File: src/host_timers_pkg.sv
package host_timers_pkg;

  // ----------------------------------------------------------------
  // Register offsets
  // ----------------------------------------------------------------
  localparam logic [7:0] TIMER_CONFIGURATION_OFF = 8'h8c;
  localparam logic [7:0] TIMER_COUNT_OFF         = 8'h90;
  localparam logic [7:0] FREE_RUNNING_OFF        = 8'h9c;
  localparam logic [7:0] DROPPED_FRAME_OFF       = 8'ha0;
  localparam logic [7:0] HALF_WORD_READ_OFF      = 8'hb0;
  localparam logic [7:0] IRQ_STATUS_OFF          = 8'hb4;
  localparam logic [7:0] IRQ_MASK_OFF            = 8'hb8;

  // ----------------------------------------------------------------
  // Field positions and reset values
  // ----------------------------------------------------------------
  localparam int          TIMER_RUN_BIT       = 29;
  localparam logic [15:0] PRELOAD_RESET       = 16'hffff;
  localparam logic [15:0] COUNT_RESET         = 16'hffff;
  localparam logic [31:0] DROP_HALF_BEFORE    = 32'h7fff_ffff;
  localparam int          IRQ_TIMER_BIT       = 0;
  localparam int          IRQ_DROP_HALF_BIT   = 1;
  localparam int          IRQ_BITS            = 2;

  // ----------------------------------------------------------------
  // Timing
  // ----------------------------------------------------------------
  localparam int CLK_HZ           = 40_000_000;
  localparam int TICK_HZ          = 25_000_000;
  localparam int FREE_CLEAR_NS    = 160;
  localparam int FREE_CLEAR_CYCLES =
    (FREE_CLEAR_NS * (CLK_HZ / 1_000_000) + 999) / 1000;
  // Phase accumulator step for a 25 MHz tick out of 40 MHz
  localparam logic [15:0] TICK_STEP = 16'(TICK_HZ / 1000);
  localparam logic [15:0] TICK_WRAP = 16'(CLK_HZ / 1000);

  typedef struct packed {
    logic        run;
    logic [15:0] preload;
  } timer_cfg_t;

endpackage
File: src/host_timers_and_counters.sv
// The implementer's own choice: the APB interface to the registers.
`timescale 1ns/100ps
// Summary of operation
// - Run bit starts timer; clearing halts it
// - Run one-to-zero forces preload to FFFF
// - Preload in bits 15:0, reset FFFF
// - Timer raises host interrupts at intervals
// - Count register shows present timer value
// - Free counter from zero, per 25MHz tick
// - Free counter rolls over and continues
// - Half-word mode latches count on first read
// - Free counter may lag after reset
// - Free counter runs in every power state
// - Dropped-frame counter increments per drop
// - Reading drop counter clears it
// - Drop counter halfway crossing raises interrupt
module host_timers_and_counters
  import host_timers_pkg::*;
(
  input  wire logic        clk,
  input  wire logic        rstn,
  input  wire logic        psel,
  input  wire logic        penable,
  input  wire logic        pwrite,
  input  wire logic [7:0]  paddr,
  input  wire logic [31:0] pwdata,
  input  wire logic [3:0]  pstrb,
  output logic      [31:0] prdata,
  output logic             pready,
  output logic             pslverr,
  input  wire logic        frame_dropped,
  output logic             irq
);
  import host_timers_pkg::*;

  // ----------------------------------------------------------------
  // Reset synchroniser
  // ----------------------------------------------------------------
  logic rst_meta;
  logic rst_n;

  always_ff @(posedge clk or negedge rstn)
  begin
    if (!rstn)
    begin
      rst_meta <= 1'b0;
      rst_n    <= 1'b0;
    end
    else
    begin
      rst_meta <= 1'b1;
      rst_n    <= rst_meta;
    end
  end

  // ----------------------------------------------------------------
  // Bus decode
  // ----------------------------------------------------------------
  logic        wr_en;
  logic        rd_en;
  logic        mapped;
  timer_cfg_t  cfg;
  logic [15:0] timer_current_count;
  logic [31:0] free_running_count;
  logic [31:0] dropped_frame_count;
  logic [31:0] free_latch;
  logic        half_mode;
  logic        half_pending;
  logic [IRQ_BITS-1:0] irq_status;
  logic [IRQ_BITS-1:0] irq_mask;
  logic [IRQ_BITS-1:0] irq_event;
  logic [31:0] next_rdata;

  function automatic logic [31:0] merge(input logic [31:0] old, input logic [31:0] wd,
                                        input logic [3:0] strb);
    logic [31:0] r;
    r = old;
    for (int i = 0; i < 4; i++)
      if (strb[i])
        r[i*8 +: 8] = wd[i*8 +: 8];
    return r;
  endfunction

  always_comb
  begin
    mapped = (paddr == TIMER_CONFIGURATION_OFF) || (paddr == TIMER_COUNT_OFF) ||
             (paddr == FREE_RUNNING_OFF) || (paddr == DROPPED_FRAME_OFF) ||
             (paddr == HALF_WORD_READ_OFF) || (paddr == IRQ_STATUS_OFF) ||
             (paddr == IRQ_MASK_OFF);
  end

  // Writes land at the access edge
  assign wr_en = psel && penable && pready && pwrite && mapped;
  // Read side effects at the setup edge, with the read data capture
  assign rd_en = psel && !penable && !pwrite && mapped;

  always_ff @(posedge clk or negedge rst_n)
  begin
    if (!rst_n)
      pready <= 1'b0;
    else
      pready <= psel && !penable;
  end

  // ----------------------------------------------------------------
  // Timer configuration
  // ----------------------------------------------------------------
  logic [31:0] cfg_word;
  logic [31:0] cfg_new;

  assign cfg_word = {2'b00, cfg.run, 13'h0000, cfg.preload};
  assign cfg_new  = merge(cfg_word, pwdata, pstrb);

  always_ff @(posedge clk or negedge rst_n)
  begin
    if (!rst_n)
    begin
      cfg.run     <= 1'b0;
      cfg.preload <= PRELOAD_RESET;
    end
    else if (wr_en && paddr == TIMER_CONFIGURATION_OFF)
    begin
      cfg.run <= cfg_new[TIMER_RUN_BIT];
      if (cfg.run && !cfg_new[TIMER_RUN_BIT])
        cfg.preload <= PRELOAD_RESET;
      else
        cfg.preload <= cfg_new[15:0];
    end
  end

  // ----------------------------------------------------------------
  // 25 MHz tick
  // ----------------------------------------------------------------
  logic [15:0] phase;
  logic [15:0] next_phase;
  logic        tick;

  always_comb
  begin
    next_phase = phase + TICK_STEP;
    tick       = next_phase >= TICK_WRAP;
    if (tick)
      next_phase = next_phase - TICK_WRAP;
  end

  always_ff @(posedge clk or negedge rst_n)
  begin
    if (!rst_n)
      phase <= 16'h0000;
    else
      phase <= next_phase;
  end

  // ----------------------------------------------------------------
  // General purpose timer
  // ----------------------------------------------------------------
  logic timer_wrap;

  assign timer_wrap = cfg.run && tick && (timer_current_count == 16'h0000);

  always_ff @(posedge clk or negedge rst_n)
  begin
    if (!rst_n)
      timer_current_count <= COUNT_RESET;
    else if (!cfg.run && wr_en && paddr == TIMER_CONFIGURATION_OFF)
      timer_current_count <= cfg_new[15:0];
    else if (!cfg.run)
      timer_current_count <= cfg.preload;
    else if (timer_wrap)
      timer_current_count <= cfg.preload;
    else if (tick)
      timer_current_count <= timer_current_count - 16'h0001;
  end

  // ----------------------------------------------------------------
  // Free running counter
  // ----------------------------------------------------------------
  // No power-state gating; counts always
  always_ff @(posedge clk or negedge rst_n)
  begin
    if (!rst_n)
      free_running_count <= 32'h0000_0000;
    else if (tick)
      free_running_count <= free_running_count + 32'h0000_0001;
  end

  // Half-word mode: low half read latches the whole count
  always_ff @(posedge clk or negedge rst_n)
  begin
    if (!rst_n)
    begin
      half_mode    <= 1'b0;
      half_pending <= 1'b0;
      free_latch   <= 32'h0000_0000;
    end
    else
    begin
      if (wr_en && paddr == HALF_WORD_READ_OFF && pstrb[0])
        half_mode <= pwdata[0];
      if (rd_en && paddr == FREE_RUNNING_OFF && half_mode)
      begin
        if (!half_pending)
          free_latch <= free_running_count;
        half_pending <= !half_pending;
      end
    end
  end

  // ----------------------------------------------------------------
  // Dropped frame counter
  // ----------------------------------------------------------------
  logic drop_clear;
  logic drop_half;

  assign drop_clear = rd_en && paddr == DROPPED_FRAME_OFF;
  assign drop_half  = frame_dropped && !drop_clear && (dropped_frame_count == DROP_HALF_BEFORE);

  always_ff @(posedge clk or negedge rst_n)
  begin
    if (!rst_n)
      dropped_frame_count <= 32'h0000_0000;
    else if (drop_clear)
      dropped_frame_count <= {31'h0000_0000, frame_dropped};
    else if (frame_dropped)
      dropped_frame_count <= dropped_frame_count + 32'h0000_0001;
  end

  // ----------------------------------------------------------------
  // Interrupts
  // ----------------------------------------------------------------
  assign irq_event[IRQ_TIMER_BIT]     = timer_wrap;
  assign irq_event[IRQ_DROP_HALF_BIT] = drop_half;

  always_ff @(posedge clk or negedge rst_n)
  begin
    if (!rst_n)
    begin
      irq_status <= '0;
      irq_mask   <= '0;
    end
    else
    begin
      if (wr_en && paddr == IRQ_STATUS_OFF && pstrb[0])
        irq_status <= (irq_status & ~pwdata[IRQ_BITS-1:0]) | irq_event;
      else
        irq_status <= irq_status | irq_event;
      if (wr_en && paddr == IRQ_MASK_OFF && pstrb[0])
        irq_mask <= pwdata[IRQ_BITS-1:0];
    end
  end

  always_ff @(posedge clk or negedge rst_n)
  begin
    if (!rst_n)
      irq <= 1'b0;
    else
      irq <= |(irq_status & irq_mask);
  end

  // ----------------------------------------------------------------
  // Read data
  // ----------------------------------------------------------------
  always_comb
  begin
    next_rdata = 32'h0000_0000;
    unique case (paddr)
      TIMER_CONFIGURATION_OFF: next_rdata = cfg_word;
      TIMER_COUNT_OFF:         next_rdata = {16'h0000, timer_current_count};
      FREE_RUNNING_OFF:        next_rdata = (half_mode && half_pending) ? free_latch
                                                                       : free_running_count;
      DROPPED_FRAME_OFF:       next_rdata = dropped_frame_count;
      HALF_WORD_READ_OFF:      next_rdata = {31'h0000_0000, half_mode};
      IRQ_STATUS_OFF:          next_rdata = {30'h0000_0000, irq_status};
      IRQ_MASK_OFF:            next_rdata = {30'h0000_0000, irq_mask};
      default:                 next_rdata = 32'h0000_0000;
    endcase
  end

  always_ff @(posedge clk or negedge rst_n)
  begin
    if (!rst_n)
    begin
      prdata  <= 32'h0000_0000;
      pslverr <= 1'b0;
    end
    else if (psel && !penable)
    begin
      prdata  <= pwrite ? 32'h0000_0000 : next_rdata;
      pslverr <= !mapped;
    end
  end
endmodule

File: config.mk
export PLATFORM = sky130hd
export DESIGN_NAME = host_timers_and_counters
export DESIGN_NICKNAME = d
export VERILOG_FILES = /design/src/host_timers_pkg.sv /design/src/host_timers_and_counters.sv
export SDC_FILE = /design/constraint.sdc
export NUM_CORES = 1
export LEC_CHECK = 0
export CAP_MARGIN = 20
export CORE_AREA = 2 2 125 127
export CTS_BUF_LIST = sky130_fd_sc_hd__clkbuf_4 sky130_fd_sc_hd__clkbuf_8
export CTS_CLUSTER_DIAMETER = 120
export DETAILED_ROUTE_END_ITERATION = 16
export DIE_AREA = 0 0 127 129
export DONT_BUFFER_PORTS = 1
export GPL_TIMING_DRIVEN = 0
export MAX_ROUTING_LAYER = met4
export PLACE_DENSITY = 0.92
export SLEW_MARGIN = 0
export SYNTH_ARGS = -nofsm -noshare
export SYNTH_HDL_FRONTEND = slang
export SYNTH_SLANG_ARGS = --single-unit
export TNS_END_PERCENT = 20
File: constraint.sdc
create_clock -name clk -period 6.3 [get_ports clk]
set_input_delay 0.315 -clock clk [delete_from_list [all_inputs] [get_ports clk]]
set_output_delay 0.315 -clock clk [all_outputs]
set_load 0.1 [all_outputs]
==> load_flow_metrics.sql <==
INSERT INTO impl_metrics (metric_group, metric, value, unit) VALUES
('synthesis', 'postSynth.asyncResetShare', '100', '%'),
('floorplanning', 'io_pins', '85', ''),
('clock_network', 'worst_case_clock_buffer_depth', '2', ''),
('clock_network', 'post-cts-setup-buffers', '0', ''),
('setup_path', 'timing.critical_path.fanout_max', '10', ''),
('sta', 'final_min_period_over_clock_period', '60.0', '%'),
('synthesis', 'yosys.cell_types.count', '72', ''),
('setup_path', 'critical_path.startpoint_type', 'flip-flop', ''),
('placement', 'dp_hpwl', '18000', 'µm'),
('clock_network', 'tritoncts_clock_tree', 'done', ''),
('clock_network', 'path_clk_slew', '0.09', 'ns'),
('run_status', 'run_status', 'finished clean', ''),
('clock_network', 'h-tree-depth', '4', ''),
('synthesis', 'seq_total_area_yosys', '47.8', '%'),
('synthesis', 'ys_dominant_reg_cell', 'dfrtp_1', ''),
('finish', 'final-instance-count-excl-fill', '1222', ''),
('sta', 'setup_repair_after_global_routing_missed_its_margin', 'no', ''),
('placement', 'numPlacedInstances', '1173', ''),
('route', 'detail_route.wirelength', '25600', 'µm'),
('job', 'drv.max_cap_violation_count', '0', ''),
('synthesis', 'synth_fp_nets', '1038', ''),
('sta', 'timing.final.max_slew_violations', '0', ''),
('setup_path', 'r2r-end', 'timer_current_count[3]', ''),
('floorplanning', 'die-area', '16400', 'µm²'),
('power_and_ir_drop', 'total_leakage_power', '4.47', 'nW'),
('route', 'drtAntennaViolNets', '0', ''),
('sta', 'actual_slew_at_the_worst_max_slew_pin', '0.957', 'ns'),
('sta', 'finalSetupViolations', '0', ''),
('route', 'route.detailed.drc', '0', ''),
('synthesis', 'syn-mean-instance-area', '9.94', 'µm²'),
('finish', 'antenna_cells_inserted', '0', ''),
('sta', 'final.hold.worst_slack', '0.0461', 'ns'),
('worst_hold_path', 'hp-class', 'primary input to asynchronous set/reset pin', ''),
('finish', 'syn2layout_area_growth', '8.72', '%'),
('sta', 'worst_slew_margin_rel', '36.2', '%'),
('sta', 'finalSetupTns', '0', 'ns'),
('route', 'drt_first_iter_violations', '1125', ''),
('sta', 'layout_setup_ws', '2.52', 'ns'),
('placement', 'place_congestion', '0.947', ''),
('sta', 'clock_skew', '0.0105', 'ns'),
('synthesis', 'postSynthCellCount', '983', ''),
('floorplanning', 'die_h', '129', 'µm'),
('sta', 'hold_violations', '0', ''),
('setup_path', 'r2r-start', 'phase[3]', ''),
('setup_path', 'r2r_slack', '2.52', 'ns'),
('finish', 'finish.utilization', '70.9', '%'),
('floorplanning', 'core-area', '15000', 'µm²'),
('global_route', 'grt_start_max_net_pins', '73', ''),
('placement', 'area_post_placement', '10100', 'µm²'),
('power_and_ir_drop', 'power.density_cell_area', '218', 'nW/µm²'),
('synthesis', 'synthesis.yosys.warnings', '0', ''),
('route', 'routed_via_density', '6.70', ''),
('placement', 'portBuffers', '0', ''),
('global_route', 'groute.usage.overall', '33.2', '%'),
('placement', 'placement.setup.worst_slack', '2.66', 'ns'),
('global_route', 'grt_antenna_before_repair', '0', ''),
('clock_network', 'cts-buffers-inserted', '17', ''),
('finish', 'post-route-cell-area', '10600', 'µm²'),
('route', 'firstDrtPassIters', '6', ''),
('setup_path', 'timing_worst_setup_path_type', 'flip-flop to flip-flop', ''),
('route', 'routed_wire_length_per_instance', '21.0', 'µm'),
('synthesis', 'number_of_enable_flip_flop_cells_after_synthesis', '0', ''),
('synthesis', 'synth.ff_latch_count', '185', ''),
('clock_network', 'cts_root_buf', 'clkbuf_8', ''),
('floorplanning', 'initial_utilization', '65.2', '%'),
('finish', 'final_nets', '1078', ''),
('sta', 'maxClockFrequency', '264', 'MHz'),
('setup_path', 'timing.critical_path.arrival', '4.20', 'ns'),
('finish', 'layout_common_cells', 'dfrtp_1 (152), nand2_1 (129), nor2_1 (70)', ''),
('power_and_ir_drop', 'fin_total_pwr', '2.31', 'mW'),
('setup_path', 'data_required_time_at_the_worst_endpoint', '6.72', 'ns');
[worst max-delay path: stages (launching register included)]
cell	delay, ns
dfrtp_1	0.45
ha_1	0.31
o21ai_2	0.40
xnor2_1	0.20
ha_1	0.22
and4b_1	0.34
a211oi_1	0.15
o31ai_2	0.45
clkbuf_1	0.54
nand2_1	0.35
o22a_1	0.30
[synth_stat cells (3+ instances only)]
| cell type | n | area share (%) |
|---|---|---|
| a211o_1 | 5 | 0.45 |
| a211oi_1 | 11 | 0.85 |
| a21oi_1 | 60 | 3.1 |
| a221o_1 | 32 | 3.3 |
| a221oi_1 | 5 | 0.45 |
| a22o_1 | 4 | 0.36 |
| a31oi_1 | 3 | 0.19 |
| and2_1 | 8 | 0.51 |
| and3_1 | 11 | 0.70 |
| and4_1 | 7 | 0.63 |
| buf_1 | 3 | 0.12 |
| buf_2 | 17 | 0.87 |
| buf_6 | 3 | 0.35 |
| clkbuf_1 | 36 | 1.4 |
| dfrtp_1 | 153 | 39 |
| dfstp_2 | 32 | 8.6 |
| ha_1 | 5 | 0.64 |
| inv_1 | 19 | 0.73 |
| mux2_2 | 38 | 4.4 |
| mux2i_1 | 21 | 2.2 |
| nand2_1 | 129 | 5.0 |
| nand2b_1 | 3 | 0.19 |
| nand3_1 | 29 | 1.5 |
| nand4_1 | 18 | 1.2 |
| nand4b_1 | 3 | 0.27 |
| nor2_1 | 70 | 2.7 |
| nor2b_1 | 6 | 0.38 |
| nor3_1 | 28 | 1.4 |
| nor3b_1 | 8 | 0.61 |
| nor4_1 | 11 | 0.70 |
| o21ai_0 | 30 | 1.5 |
| o22a_1 | 20 | 1.8 |
| o31ai_1 | 6 | 0.46 |
| o41ai_1 | 3 | 0.27 |
| or2_2 | 3 | 0.19 |
| or3_1 | 7 | 0.45 |
| or4_1 | 5 | 0.38 |
| xnor2_1 | 44 | 3.9 |
| xor2_1 | 45 | 4.0 |
[sequential cells by signal, summed over array words and instances, names as in the netlist]
signal / count
half_pending: 1
cfg: 17
phase: 13
free_latch: 32
irq_mask: 2
half_mode: 1
rst_n: 1
dropped_frame_count: 32
timer_current_count: 16
free_running_count: 32
pready: 1
rst_meta: 1
irq: 1
irq_status: 2
pslverr: 1
prdata: 32
[kinds of logic (layout without fill, tap and decap cells)]
| family | count (synthesis) | after routing | synth area share, % |
|---|---|---|---|
| simple gates | 361 | 361 | 18.5 |
| compound gates | 202 | 202 | 14.8 |
| flops | 185 | 185 | 47.8 |
| xor+xnor | 89 | 89 | 7.98 |
| buf+inv | 80 | 131 | 3.57 |
| mux | 60 | 60 | 6.65 |
| fa+ha+maj | 5 | 5 | 0.640 |
| other cells | 1 | 1 | 0.0384 |
[power by group]
part	total [mW]	internal [mW]	switching, mW
clock network	0.767	0.340	0.427
registers	1.35	1.26	0.0893
logic	0.198	0.0878	0.111
total	2.31	1.69	0.627
[what timing repair did]
action	CTS	global route
hold endpoints to repair	21	0
endpoints found under the setup margin	0	0
hold buffers	19	0
[how the worst max path moves through the flow]
| stage | slack (ns) | start | end |
|---|---|---|---|
| after global placement | -1.09 | rst_n | dropped_frame_count[21] |
| after floorplan | 0.82 | rst_n | cfg[16] |
| final | 2.52 | phase[3] | timer_current_count[3] |
| after global routing | 2.34 | phase[3] | timer_current_count[3] |
| after CTS | 2.61 | phase[3] | timer_current_count[3] |
| after detailed placement | 2.66 | phase[3] | timer_current_count[3] |
[routing by layer]
metal | up-vias | track usage, % | share of wire (%)
met1 | 3993 | 43.3 | 40
met4 | 0 | 12.9 | 4.3
met5 | - | - | 0
met2 | 470 | 51.5 | 47
met3 | 102 | 6.94 | 8.9
li1 | 3622 | - | -
[area by class of cell]
| cell class | instances | area (µm²) |
|---|---|---|
| Sequential cell | 185 | 4670 |
| Multi-Input combinational cell | 718 | 4750 |
| Buffer | 61 | 278 |
| Tap cell | 188 | 235 |
| Inverter | 19 | 71.3 |
| Clock inverter | 10 | 92.6 |
| Timing Repair Buffer | 21 | 245 |
| Fill cell | 999 | 4360 |
| Clock buffer | 20 | 275 |
Note: power is estimated with default switching activity, not from simulation.
